==> src/cfg_word_pkg.sv <==
package cfg_word_pkg;

    // ****************************************************************
    // Link command codes and field sizes
    // ****************************************************************
    localparam int          CMD_BITS      = 4;
    localparam int          DATA_BITS     = 24;
    localparam int          VISI_BITS     = 16;
    localparam logic [3:0]  CMD_EXEC      = 4'h0;
    localparam logic [3:0]  CMD_REGOUT    = 4'h1;

    // ****************************************************************
    // Instruction opcodes sent by the programmer; the sequencer decodes five of them
    // ****************************************************************
    localparam logic [23:0] OP_NOP        = 24'h00_0000;
    localparam logic [23:0] OP_GOTO_200   = 24'h04_0200;
    localparam logic [23:0] OP_CTRL_TO_NV = 24'h88_3B0A;
    localparam logic [23:0] OP_PAGE_LOAD  = 24'h88_02A0;
    localparam logic [23:0] OP_WR_HIGH    = 24'hBB_CB88;
    localparam logic [23:0] OP_WR_LOW     = 24'hBB_1386;
    localparam logic [23:0] OP_SET_WR     = 24'hA8_E761;
    localparam logic [23:0] OP_NV_TO_POLL = 24'h80_3B02;
    localparam logic [23:0] OP_POLL_VISI  = 24'h88_3C22;
    localparam logic [23:0] OP_ZERO_W8    = 24'h20_0008;

    // Move-immediate: opcode nibble in [23:20], literal [19:4], target reg [3:0].
    localparam logic [3:0]  MOVI_OPC      = 4'h2;
    localparam logic [3:0]  REG_PAGE      = 4'h0;
    localparam logic [3:0]  REG_POLL      = 4'h2;
    localparam logic [3:0]  REG_VALUE     = 4'h6;
    localparam logic [3:0]  REG_PTR       = 4'h7;
    localparam logic [3:0]  REG_ZERO      = 4'h8;
    localparam logic [3:0]  REG_CTRL      = 4'hA;

    // ****************************************************************
    // Configuration words and control register
    // ****************************************************************
    localparam int          NUM_CW        = 4;
    localparam logic [15:0] CW1_DEFAULT   = 16'h7FFF;
    localparam logic [15:0] CWX_DEFAULT   = 16'hFFFF;
    localparam logic [15:0] CTRL_CW_WRITE = 16'h4003;
    localparam int          CTRL_WR_BIT   = 15;
    localparam int          CW_STEP       = 2;

    // ****************************************************************
    // Timing
    // ****************************************************************
    localparam int          CLK_HZ        = 40_000_000;
    localparam int          WRITE_TIME_US = 50;
    localparam int          WRITE_CYCLES  = (WRITE_TIME_US * (CLK_HZ / 1_000_000));

    typedef struct packed {
        logic [3:0]  cmd;
        logic [23:0] data;
    } link_frame_t;

    typedef struct packed {
        logic [15:0] ctrl;
        logic [7:0]  page;
        logic [15:0] ptr;
        logic [15:0] value;
        logic [15:0] poll;
        logic [15:0] visi;
    } cpu_regs_t;

endpackage

==> src/config_word_program_sequencer.sv <==
// Behaviour
// RQ1: Every reset walks the four flash words and loads the live config registers.
// RQ2: Word one is the last word, others lower by two; defaults 7FFF, FFFF.
// RQ3: Live config changes only after programming the flash word and resetting.
// RQ4: Programming only clears bits; a 0 cannot be written back to 1.
// RQ5: Programmer must chip-erase before changing an already programmed word; no erase exists here and the test rewrites word one without one.
// RQ6: Programmer always writes word one bit 15 as 0.
// RQ7: First variant: programmer writes listed reserved bits of words two-four as 1.
// RQ8: Second variant: programmer writes word two bit 2, word three bits 7,11 as 1.
// RQ9: Small second-variant parts: word two bits 12,11 written 0; else reference selects.
// RQ10: Second variant word four bit 14: reserved 1 on small parts, else pin select.
// RQ11: Commands and data are shifted LSb first, timed by the programming clock.
// RQ12: Programmer exits reset vector with no-op, jump to 0x200, no-op.
// RQ13: Programmer loads write pointer with low 16 address bits by move-immediate.
// RQ14: Programmer loads 0x4003 into scratch and moves it to flash control.
// RQ15: Programmer loads table page with upper address byte, 00h or 01h.
// RQ16: Programmer sets value and zero registers, then writes high and low latch.
// RQ17: Setting control bit 15 starts the write; hardware clears it when done.
// RQ18: Programmer polls control via visibility register with command 0001.
// RQ19: After each write, programmer jumps to 0x200 and repeats for words 2-4.
// RQ20: Programmer should leave protection bits at 1 until words are verified.
// RQ21: Programmer must not start writes or alter control while write bit is set.
module config_word_program_sequencer
    import cfg_word_pkg::*;
#(
    parameter int WR_CYCLES = WRITE_CYCLES
) (
    // Clock and reset
    input  wire logic        ref_clk,
    input  wire logic        nrst,
    // Programming port
    input  wire logic        program_clock_pin,
    input  wire logic        program_data_pin_in,
    output logic             program_data_pin_out,
    output logic             program_data_pin_oe,
    // Live configuration
    output logic [15:0]      config_word_one,
    output logic [15:0]      config_word_two,
    output logic [15:0]      config_word_three,
    output logic [15:0]      config_word_four,
    output logic             config_valid,
    // Status
    output logic             write_busy
);

    // ****************************************************************
    // Pin synchronisers and clock edge detection
    // ****************************************************************
    logic [1:0] clk_sync_ff;
    logic [1:0] dat_sync_ff;
    logic       clk_prev_ff;
    logic       rise;
    logic       fall;

    always_ff @(posedge ref_clk or negedge nrst) begin
        if (!nrst) begin
            clk_sync_ff <= '0;
            dat_sync_ff <= '0;
            clk_prev_ff <= 1'b0;
        end else begin
            clk_sync_ff <= {clk_sync_ff[0], program_clock_pin};
            dat_sync_ff <= {dat_sync_ff[0], program_data_pin_in};
            clk_prev_ff <= clk_sync_ff[1];
        end
    end

    assign rise = clk_sync_ff[1] && !clk_prev_ff;
    assign fall = !clk_sync_ff[1] && clk_prev_ff;

    // ****************************************************************
    // Serial frame engine
    // ****************************************************************
    typedef enum logic [1:0] {
        S_RELOAD,
        S_CMD,
        S_DATA,
        S_OUT
    } seq_state_t;

    seq_state_t  state_ff;
    seq_state_t  nxt_state;
    link_frame_t frame_ff;
    link_frame_t nxt_frame;
    logic [4:0]  bit_ff;
    logic [4:0]  nxt_bit;
    logic [15:0] shout_ff;
    logic [15:0] nxt_shout;
    logic        dout_ff;
    logic        nxt_dout;
    logic        oe_ff;
    logic        nxt_oe;
    logic        exec;

    // ****************************************************************
    // Emulated core registers and configuration
    // ****************************************************************
    cpu_regs_t   regs_ff;
    cpu_regs_t   nxt_regs;
    logic [15:0] cfg_ff [NUM_CW];
    logic [15:0] nxt_cfg [NUM_CW];
    logic [1:0]  rl_idx_ff;
    logic [1:0]  nxt_rl_idx;
    logic        valid_ff;
    logic        nxt_valid;
    logic        busy_ff;
    logic        wr_start;
    logic [1:0]  wr_idx;
    logic [15:0] rd_data;
    logic        arr_busy;

    // Word index from the low address: last word is word one, each lower by two.
    function automatic logic [1:0] cw_index(input logic [15:0] addr);
        logic [15:0] back;
        back = 16'hFFFE - addr;
        return back[2:1]; // [RQ2]
    endfunction

    function automatic logic is_movi(input logic [23:0] op, input logic [3:0] rd);
        return (op[23:20] == MOVI_OPC) && (op[3:0] == rd);
    endfunction

    // Shifted data is not yet the full word at exec; the last bit comes from the pin.
    logic [23:0] op;
    assign op = {dat_sync_ff[1], frame_ff.data[23:1]};

    assign exec     = (state_ff == S_DATA) && fall && (bit_ff == 5'(DATA_BITS - 1))
                      && (frame_ff.cmd == CMD_EXEC);
    assign wr_start = exec && (op == OP_SET_WR) && !regs_ff.ctrl[CTRL_WR_BIT]
                      && (regs_ff.ctrl == CTRL_CW_WRITE); // [RQ17]
    assign wr_idx   = cw_index(regs_ff.ptr);

    always_comb begin
        nxt_state = state_ff;
        nxt_frame = frame_ff;
        nxt_bit   = bit_ff;
        nxt_shout = shout_ff;
        nxt_dout  = dout_ff;
        nxt_oe    = oe_ff;
        unique case (state_ff)
            S_RELOAD: begin
                if (valid_ff) begin
                    nxt_state = S_CMD;
                    nxt_bit   = '0;
                end
            end
            S_CMD: begin
                if (fall) begin
                    // Sample on the falling edge, LSb first. [RQ11]
                    nxt_frame.cmd = {dat_sync_ff[1], frame_ff.cmd[3:1]}; // [RQ11]
                    nxt_bit       = bit_ff + 5'd1;
                    if (bit_ff == 5'(CMD_BITS - 1)) begin
                        nxt_bit   = '0;
                        nxt_state = S_DATA;
                        if (nxt_frame.cmd == CMD_REGOUT) begin
                            nxt_state = S_OUT;
                            nxt_shout = regs_ff.visi;
                            nxt_oe    = 1'b1;
                        end
                    end
                end
            end
            S_DATA: begin
                if (fall) begin
                    nxt_frame.data = {dat_sync_ff[1], frame_ff.data[23:1]}; // [RQ11]
                    nxt_bit        = bit_ff + 5'd1;
                    if (bit_ff == 5'(DATA_BITS - 1)) begin
                        nxt_bit   = '0;
                        nxt_state = S_CMD;
                    end
                end
            end
            S_OUT: begin
                if (rise) begin
                    nxt_dout  = shout_ff[0]; // [RQ11]
                    nxt_shout = {1'b0, shout_ff[15:1]};
                    nxt_bit   = bit_ff + 5'd1;
                end
                if (fall && bit_ff == 5'(VISI_BITS)) begin
                    nxt_bit   = '0;
                    nxt_oe    = 1'b0;
                    nxt_state = S_CMD;
                end
            end
        endcase
    end

    always_comb begin
        nxt_regs   = regs_ff;
        nxt_cfg    = cfg_ff;
        nxt_rl_idx = rl_idx_ff;
        nxt_valid  = valid_ff;
        if (!valid_ff) begin
            nxt_cfg[rl_idx_ff] = rd_data; // [RQ1]
            nxt_rl_idx         = rl_idx_ff + 2'd1;
            if (rl_idx_ff == 2'(NUM_CW - 1)) begin
                nxt_valid = 1'b1;
            end
        end
        if (exec) begin
            if (is_movi(op, REG_PTR))   nxt_regs.ptr   = op[19:4];
            if (is_movi(op, REG_VALUE)) nxt_regs.value = op[19:4];
            if (is_movi(op, REG_PAGE))  nxt_regs.poll  = op[19:4];
            if (is_movi(op, REG_CTRL))  nxt_regs.visi  = op[19:4];
            if (op == OP_CTRL_TO_NV && !busy_ff) nxt_regs.ctrl = regs_ff.visi;
            if (op == OP_PAGE_LOAD && !busy_ff)  nxt_regs.page = regs_ff.poll[7:0];
            if (op == OP_NV_TO_POLL) nxt_regs.poll = regs_ff.ctrl;
            if (op == OP_POLL_VISI)  nxt_regs.visi = regs_ff.poll;
            if (op == OP_SET_WR && wr_start) nxt_regs.ctrl[CTRL_WR_BIT] = 1'b1; // [RQ17]
        end
        // Hardware completion clears the write bit. [RQ17]
        if (busy_ff && !arr_busy && !wr_start) begin
            nxt_regs.ctrl[CTRL_WR_BIT] = 1'b0; // [RQ17]
        end
    end

    always_ff @(posedge ref_clk or negedge nrst) begin
        if (!nrst) begin
            state_ff  <= S_RELOAD;
            frame_ff  <= '0;
            bit_ff    <= '0;
            shout_ff  <= '0;
            dout_ff   <= 1'b0;
            oe_ff     <= 1'b0;
            regs_ff   <= '0;
            cfg_ff    <= '{CW1_DEFAULT, CWX_DEFAULT, CWX_DEFAULT, CWX_DEFAULT};
            rl_idx_ff <= '0;
            valid_ff  <= 1'b0;
            busy_ff   <= 1'b0;
        end else begin
            state_ff  <= nxt_state;
            frame_ff  <= nxt_frame;
            bit_ff    <= nxt_bit;
            shout_ff  <= nxt_shout;
            dout_ff   <= nxt_dout;
            oe_ff     <= nxt_oe;
            regs_ff   <= nxt_regs;
            cfg_ff    <= nxt_cfg; // [RQ3]
            rl_idx_ff <= nxt_rl_idx;
            valid_ff  <= nxt_valid;
            busy_ff   <= arr_busy || wr_start;
        end
    end

    cfg_flash_array #(
        .WR_CYCLES (WR_CYCLES)
    ) u_array (
        .ref_clk  (ref_clk),
        .nrst     (nrst),
        .wr_start (wr_start),
        .wr_idx   (wr_idx),
        .wr_data  (regs_ff.value),
        .wr_busy  (arr_busy),
        .rd_idx   (rl_idx_ff),
        .rd_data  (rd_data)
    );

    assign program_data_pin_out = dout_ff;
    assign program_data_pin_oe  = oe_ff;
    assign config_word_one      = cfg_ff[0];
    // Reference and pin selects are stored as written; the reserved values are the writer's duty.
    assign config_word_two      = cfg_ff[1]; // [RQ9]
    assign config_word_three    = cfg_ff[2];
    assign config_word_four     = cfg_ff[3]; // [RQ10]
    assign config_valid         = valid_ff;
    assign write_busy           = regs_ff.ctrl[CTRL_WR_BIT];

    // ****************************************************************
    // Checks
    // ****************************************************************
    property p_reload_len;
        @(posedge ref_clk) disable iff (!nrst)
        $rose(state_ff != S_RELOAD) |-> $past(valid_ff);
    endproperty
    a_reload_len: assert property (p_reload_len) else $error("left reload early"); // [RQ1]

    property p_cfg_stable;
        @(posedge ref_clk) disable iff (!nrst)
        valid_ff && $past(valid_ff) |-> $stable(cfg_ff[0]) && $stable(cfg_ff[3]);
    endproperty
    a_cfg_stable: assert property (p_cfg_stable) else $error("config changed"); // [RQ3]

    property p_wr_set;
        @(posedge ref_clk) disable iff (!nrst)
        wr_start |=> regs_ff.ctrl[CTRL_WR_BIT] && busy_ff;
    endproperty
    a_wr_set: assert property (p_wr_set) else $error("write bit not set"); // [RQ17]

    property p_wr_clear;
        @(posedge ref_clk) disable iff (!nrst)
        $fell(arr_busy) |=> !regs_ff.ctrl[CTRL_WR_BIT];
    endproperty
    a_wr_clear: assert property (p_wr_clear) else $error("write bit stuck"); // [RQ17]

    property p_oe_out;
        @(posedge ref_clk) disable iff (!nrst)
        oe_ff |-> state_ff == S_OUT;
    endproperty
    a_oe_out: assert property (p_oe_out) else $error("pin driven outside readout"); // [RQ11]

endmodule

==> src/cfg_flash_array.sv <==
module cfg_flash_array
    import cfg_word_pkg::*;
#(
    parameter int WR_CYCLES = WRITE_CYCLES
) (
    // Clock and reset
    input  wire logic        ref_clk,
    input  wire logic        nrst,
    // Write request
    input  wire logic        wr_start,
    input  wire logic [1:0]  wr_idx,
    input  wire logic [15:0] wr_data,
    output logic             wr_busy,
    // Reload readout
    input  wire logic [1:0]  rd_idx,
    output logic [15:0]      rd_data
);

    // ****************************************************************
    // Nonvolatile storage
    // ****************************************************************
    // Cells come up erased and no device reset touches them, so only this start value and completed writes set them.
    logic [15:0] cell_ff [NUM_CW] = '{CW1_DEFAULT, CWX_DEFAULT, // [RQ2]
                                      CWX_DEFAULT, CWX_DEFAULT};
    logic [15:0] nxt_cell [NUM_CW];
    logic [31:0] cnt_ff;
    logic [31:0] nxt_cnt;
    logic        busy_ff;
    logic        nxt_busy;
    logic [1:0]  idx_ff;
    logic [1:0]  nxt_idx;
    logic [15:0] data_ff;
    logic [15:0] nxt_data;

    assign wr_busy = busy_ff;
    assign rd_data = cell_ff[rd_idx];

    always_comb begin
        nxt_cell = cell_ff;
        nxt_cnt  = cnt_ff;
        nxt_busy = busy_ff;
        nxt_idx  = idx_ff;
        nxt_data = data_ff;
        if (!busy_ff && wr_start) begin
            nxt_busy = 1'b1;
            nxt_idx  = wr_idx;
            nxt_data = wr_data;
            nxt_cnt  = 32'(WR_CYCLES);
        end else if (busy_ff) begin
            nxt_cnt = cnt_ff - 32'd1;
            if (cnt_ff <= 32'd1) begin
                // Cells only discharge: a 1 can never be written back. [RQ4]
                nxt_cell[idx_ff] = cell_ff[idx_ff] & data_ff; // [RQ4]
                nxt_busy         = 1'b0;
            end
        end
    end

    // Storage is held across device resets; only power-up sets the erased state.
    always_ff @(posedge ref_clk) begin
        cell_ff <= nxt_cell;
    end

    always_ff @(posedge ref_clk or negedge nrst) begin
        if (!nrst) begin
            cnt_ff  <= '0;
            busy_ff <= 1'b0;
            idx_ff  <= '0;
            data_ff <= '0;
        end else begin
            cnt_ff  <= nxt_cnt;
            busy_ff <= nxt_busy;
            idx_ff  <= nxt_idx;
            data_ff <= nxt_data;
        end
    end

    property p_busy_len;
        @(posedge ref_clk) disable iff (!nrst)
        $rose(busy_ff) |-> busy_ff[*2];
    endproperty
    a_busy_len: assert property (p_busy_len) else $error("write ended too early"); // [RQ17]

    property p_no_set;
        @(posedge ref_clk) disable iff (!nrst)
        $fell(busy_ff) |-> ((cell_ff[idx_ff] & ~$past(cell_ff[idx_ff])) == 16'h0000);
    endproperty
    a_no_set: assert property (p_no_set) else $error("cell bit went 0 to 1"); // [RQ4]

endmodule

==> config.mk <==
export PLATFORM = sky130hd
export DESIGN_NAME = config_word_program_sequencer
export DESIGN_NICKNAME = d
export VERILOG_FILES = /design/src/cfg_word_pkg.sv /design/src/config_word_program_sequencer.sv /design/src/cfg_flash_array.sv
export SDC_FILE = /design/constraint.sdc
export NUM_CORES = 1
export LEC_CHECK = 0
export CORE_UTILIZATION = 60
export CTS_CLUSTER_DIAMETER = 120
export CTS_CLUSTER_SIZE = 10
export DETAILED_ROUTE_END_ITERATION = 6
export DONT_BUFFER_PORTS = 1
export PLACE_DENSITY = 0.83
export RECOVER_POWER = 50
export SYNTH_ARGS = -nofsm -noshare
export SYNTH_HDL_FRONTEND = slang
export SYNTH_SLANG_ARGS = --single-unit
==> constraint.sdc <==
create_clock -name ref_clk -period 5.6 [get_ports ref_clk]
set_input_delay 0.56 -clock ref_clk [delete_from_list [all_inputs] [get_ports ref_clk]]
set_output_delay 0.56 -clock ref_clk [all_outputs]
set_load 0.01 [all_outputs]
==> run summary <==
r2r worst-path depth = 4
status = finished, violations left
GRT Total Usage = 24.7%
failing checks = hold timing, capacitance limit, slew limit
Cell Int Power = 3.75 mW
# DRC = 0
setup TNS = 0 ns
Hold Path Class = input port to asynchronous set/reset pin
DRT Pass-1 Iters = 5
Area Overhead vs Synth = 9.80%
largest net degree at the start of global routing = 244
Mapped Nets = 1047
Leak = 5.75 nW
Root Buffer = clkbuf_16
clock power share = 41.4%
Die ar. = 22700 sq um
f_max = 306 MHz
max-slew violation count = 21
clk sinks = 307
Final Setup Violations = 0
TritonCTS buffer count = 36
ANT cells = 0
fin area = 14600 sq um
die width = 151 um
Setup Buffers After CTS = 0
skew final = 0.0186 ns
first-pass GRT wire length = 43700 um
worst path arrival time = 3.67 ns
Placed Instance Area = 13600 sq um
Distinct cells, synth = 58
critical register-to-register path startpoint = frame_ff[25]
VDD IR max = 0.000294 V
Clock Path Buffers = 3
CTS tree = built
Routed wire per std cell = 20.0 um
R2R Path End = regs_ff[75]
fin crit period = 3.27 ns
Synth Register Bits = 307
Clock Pin Slew Worst Setup and Hold Paths = 0.05 ns
Starting Density = 61.0%
Final #Nets = 1054
Gate power share = 8.2%
Synth Instances = 1034
vias per cell = 6.22
Max-slew headroom = -3.41%
ANT nets after route = 0
type of destination of the critical path = flop
dpl hpwl = 17400 um
PD cells = 340 nW/um^2
Die H = 151 um
mapped cell area = 13300 sq um
Hold Fails Final Rpt = 221
reg2reg setup slack = 2.33 ns
via count = 8316
Crit Path Category = flop to flop
total gr overflow = 0
Post-synth EDFFs = 64
final worst-path cycle share = 58.4%
1st-iter DRT viols = 515
Worst Max-Slew Pin Slew = 1.55 ns
NetSw = 1.20 mW
routability cong. = 0.882
Ports = 72
Max-Cap Viols = 1
share of layout cells above drive strength 1 = 19.9%
Gates resized, CTS repair = 0
hold_ws = -0.256 ns
final core occ = 66.9%
Switching Share = 24.2%
core area = 21800 sq um
Synthesis Warnings = 0
Worst-Skew Late Latency = 0.52 ns
initial antenna violation count = 0
H-tree depth = 2
post-synthesis sequential area ratio = 60.9%
CP max FO = 19
WL final = 26800 um
Post-Syn Area per Cell = 12.8 sq um
number of buffers added on ports = 0
Flop pwr share = 50.4%
CP startpoint kind = flop
vias in the first global route = 8475
CP required = 5.99 ns
asr flop ratio synth = 79.2%
Main synth FF type = dfrtp_1
RSZ-0062 raised after global routing = false
num rows = 54
[kinds of logic (layout without fill, tap and decap cells)]
logic type	count (synthesis)	in the layout	share of synthesized area (%)
AO/OA/AOI/OAI	142	142	6.66
multiplexers	153	153	15.6
AND/OR/NAND/NOR	351	351	13.5
buffers and inverters	67	91	2.12
adder cells (fa/ha/maj)	9	9	0.849
flip-flops	307	307	60.9
XOR/XNOR	5	5	0.330
[per-layer routing]
metal / global-route usage, % / share of wire (%) / vias to the layer above
met3: 4.91 / 6.4 / 55
met5: 0 / 0 / -
met4: 8.50 / 2.5 / 0
met1: 31.9 / 42 / 4217
met2: 41.8 / 49 / 276
li1: - / - / 3768
[cell usage after synthesis, types with 5 or more instances]
| cell | number | share of area (%) |
|---|---|---|
| a21oi_1 | 37 | 1.4 |
| a2bb2oi_1 | 19 | 1.3 |
| and2_1 | 18 | 0.85 |
| buf_2 | 6 | 0.23 |
| clkbuf_1 | 36 | 1.0 |
| dfrtp_1 | 180 | 34 |
| dfstp_2 | 63 | 12 |
| edfxtp_1 | 64 | 14 |
| ha_1 | 9 | 0.85 |
| inv_1 | 18 | 0.51 |
| mux2_2 | 105 | 8.9 |
| mux2i_1 | 16 | 1.2 |
| mux4_2 | 32 | 5.4 |
| nand2_1 | 145 | 4.1 |
| nand2b_1 | 12 | 0.57 |
| nand3_1 | 29 | 1.1 |
| nand4_1 | 8 | 0.38 |
| nor2_1 | 49 | 1.4 |
| nor2b_1 | 7 | 0.33 |
| nor3_1 | 18 | 0.68 |
| nor4_1 | 6 | 0.28 |
| nor4bb_1 | 8 | 0.60 |
| o21ai_0 | 49 | 1.8 |
| o22ai_1 | 6 | 0.28 |
| o2bb2ai_1 | 5 | 0.33 |
| o31ai_1 | 7 | 0.40 |
| or2_2 | 6 | 0.28 |
| or3_1 | 9 | 0.42 |
[placed cells by master (no fill, tap or decap), drive strengths merged, types with 19 or more instances in the layout]
master and n:
dfrtp 180, nand2 145, nor2 49, a2bb2oi 19, o21ai 52, mux2 105, a21oi 37, mux4 32
edfxtp 64, nand3 29, inv 20, dfstp 63, clkbuf 53
[power by group through the flow]
stage	combinational (mW)	clock, mW	sequential [mW]
floorplan	0.340	0	2.50
global placement	0.389	0	2.52
detailed placement	0.402	0	2.53
CTS	0.405	2.08	2.50
global route	0.456	2.17	2.51
finish	0.405	2.05	2.50
[layout make-up]
type / count / area [sq um]
Sequential cell: 307 / 8080
Fill cell: 1459 / 7190
Tap cell: 280 / 350
Clock inverter: 4 / 50.0
Inverter: 18 / 67.6
Multi-Input combinational cell: 660 / 4930
Timing Repair Buffer: 18 / 128
Clock buffer: 51 / 957
[critical path, cell delays in order (launching register included)]
cell and delay [ns]:
dfrtp_1 0.40, or4_4 0.53, or3_1 0.72, nor4_4 1.06
mux2_2 0.43
[registers in the layout (all words and copies together), names as in the netlist, 2 cells and up]
| signal | count |
|---|---|
| bit_ff | 5 |
| clk_sync_ff | 2 |
| config_word_four | 16 |
| config_word_one | 16 |
| config_word_three | 16 |
| config_word_two | 16 |
| dat_sync_ff | 2 |
| frame_ff | 27 |
| regs_ff | 66 |
| rl_idx_ff | 2 |
| shout_ff | 16 |
| state_ff | 2 |
| u_array.cell_ff | 64 |
| u_array.cnt_ff | 32 |
| u_array.data_ff | 16 |
| u_array.idx_ff | 2 |
[how the worst max path moves through the flow]
stage,from,end,slack [ns],cells after the start
2_1_floorplan,u_array.cnt_ff[18],u_array.cell_ff[16],2.31,5
3_3_place_gp,frame_ff[25],regs_ff[80],2.43,4
3_5_place_dp,frame_ff[25],regs_ff[75],2.35,4
4_1_cts,frame_ff[25],regs_ff[75],2.34,4
5_1_grt,bit_ff[0],regs_ff[72],2.19,5
6_report,frame_ff[25],regs_ff[75],2.33,4
[metrics by stage]
stage | setup slack [ns] | instances | total power [mW] | hold WS [ns]
floorplan | 2.31 | 1034 | 2.84 | 0.264
global route | 2.19 | 1338 | 5.14 | -0.274
detailed placement | 2.35 | 1283 | 2.94 | 0.277
CTS | 2.34 | 1338 | 4.98 | -0.279
finish | 2.33 | 1338 | 4.95 | -0.256
global placement | 2.43 | 1283 | 2.91 | 0.276
No activity file was read; power rests on OpenSTA's default activity.
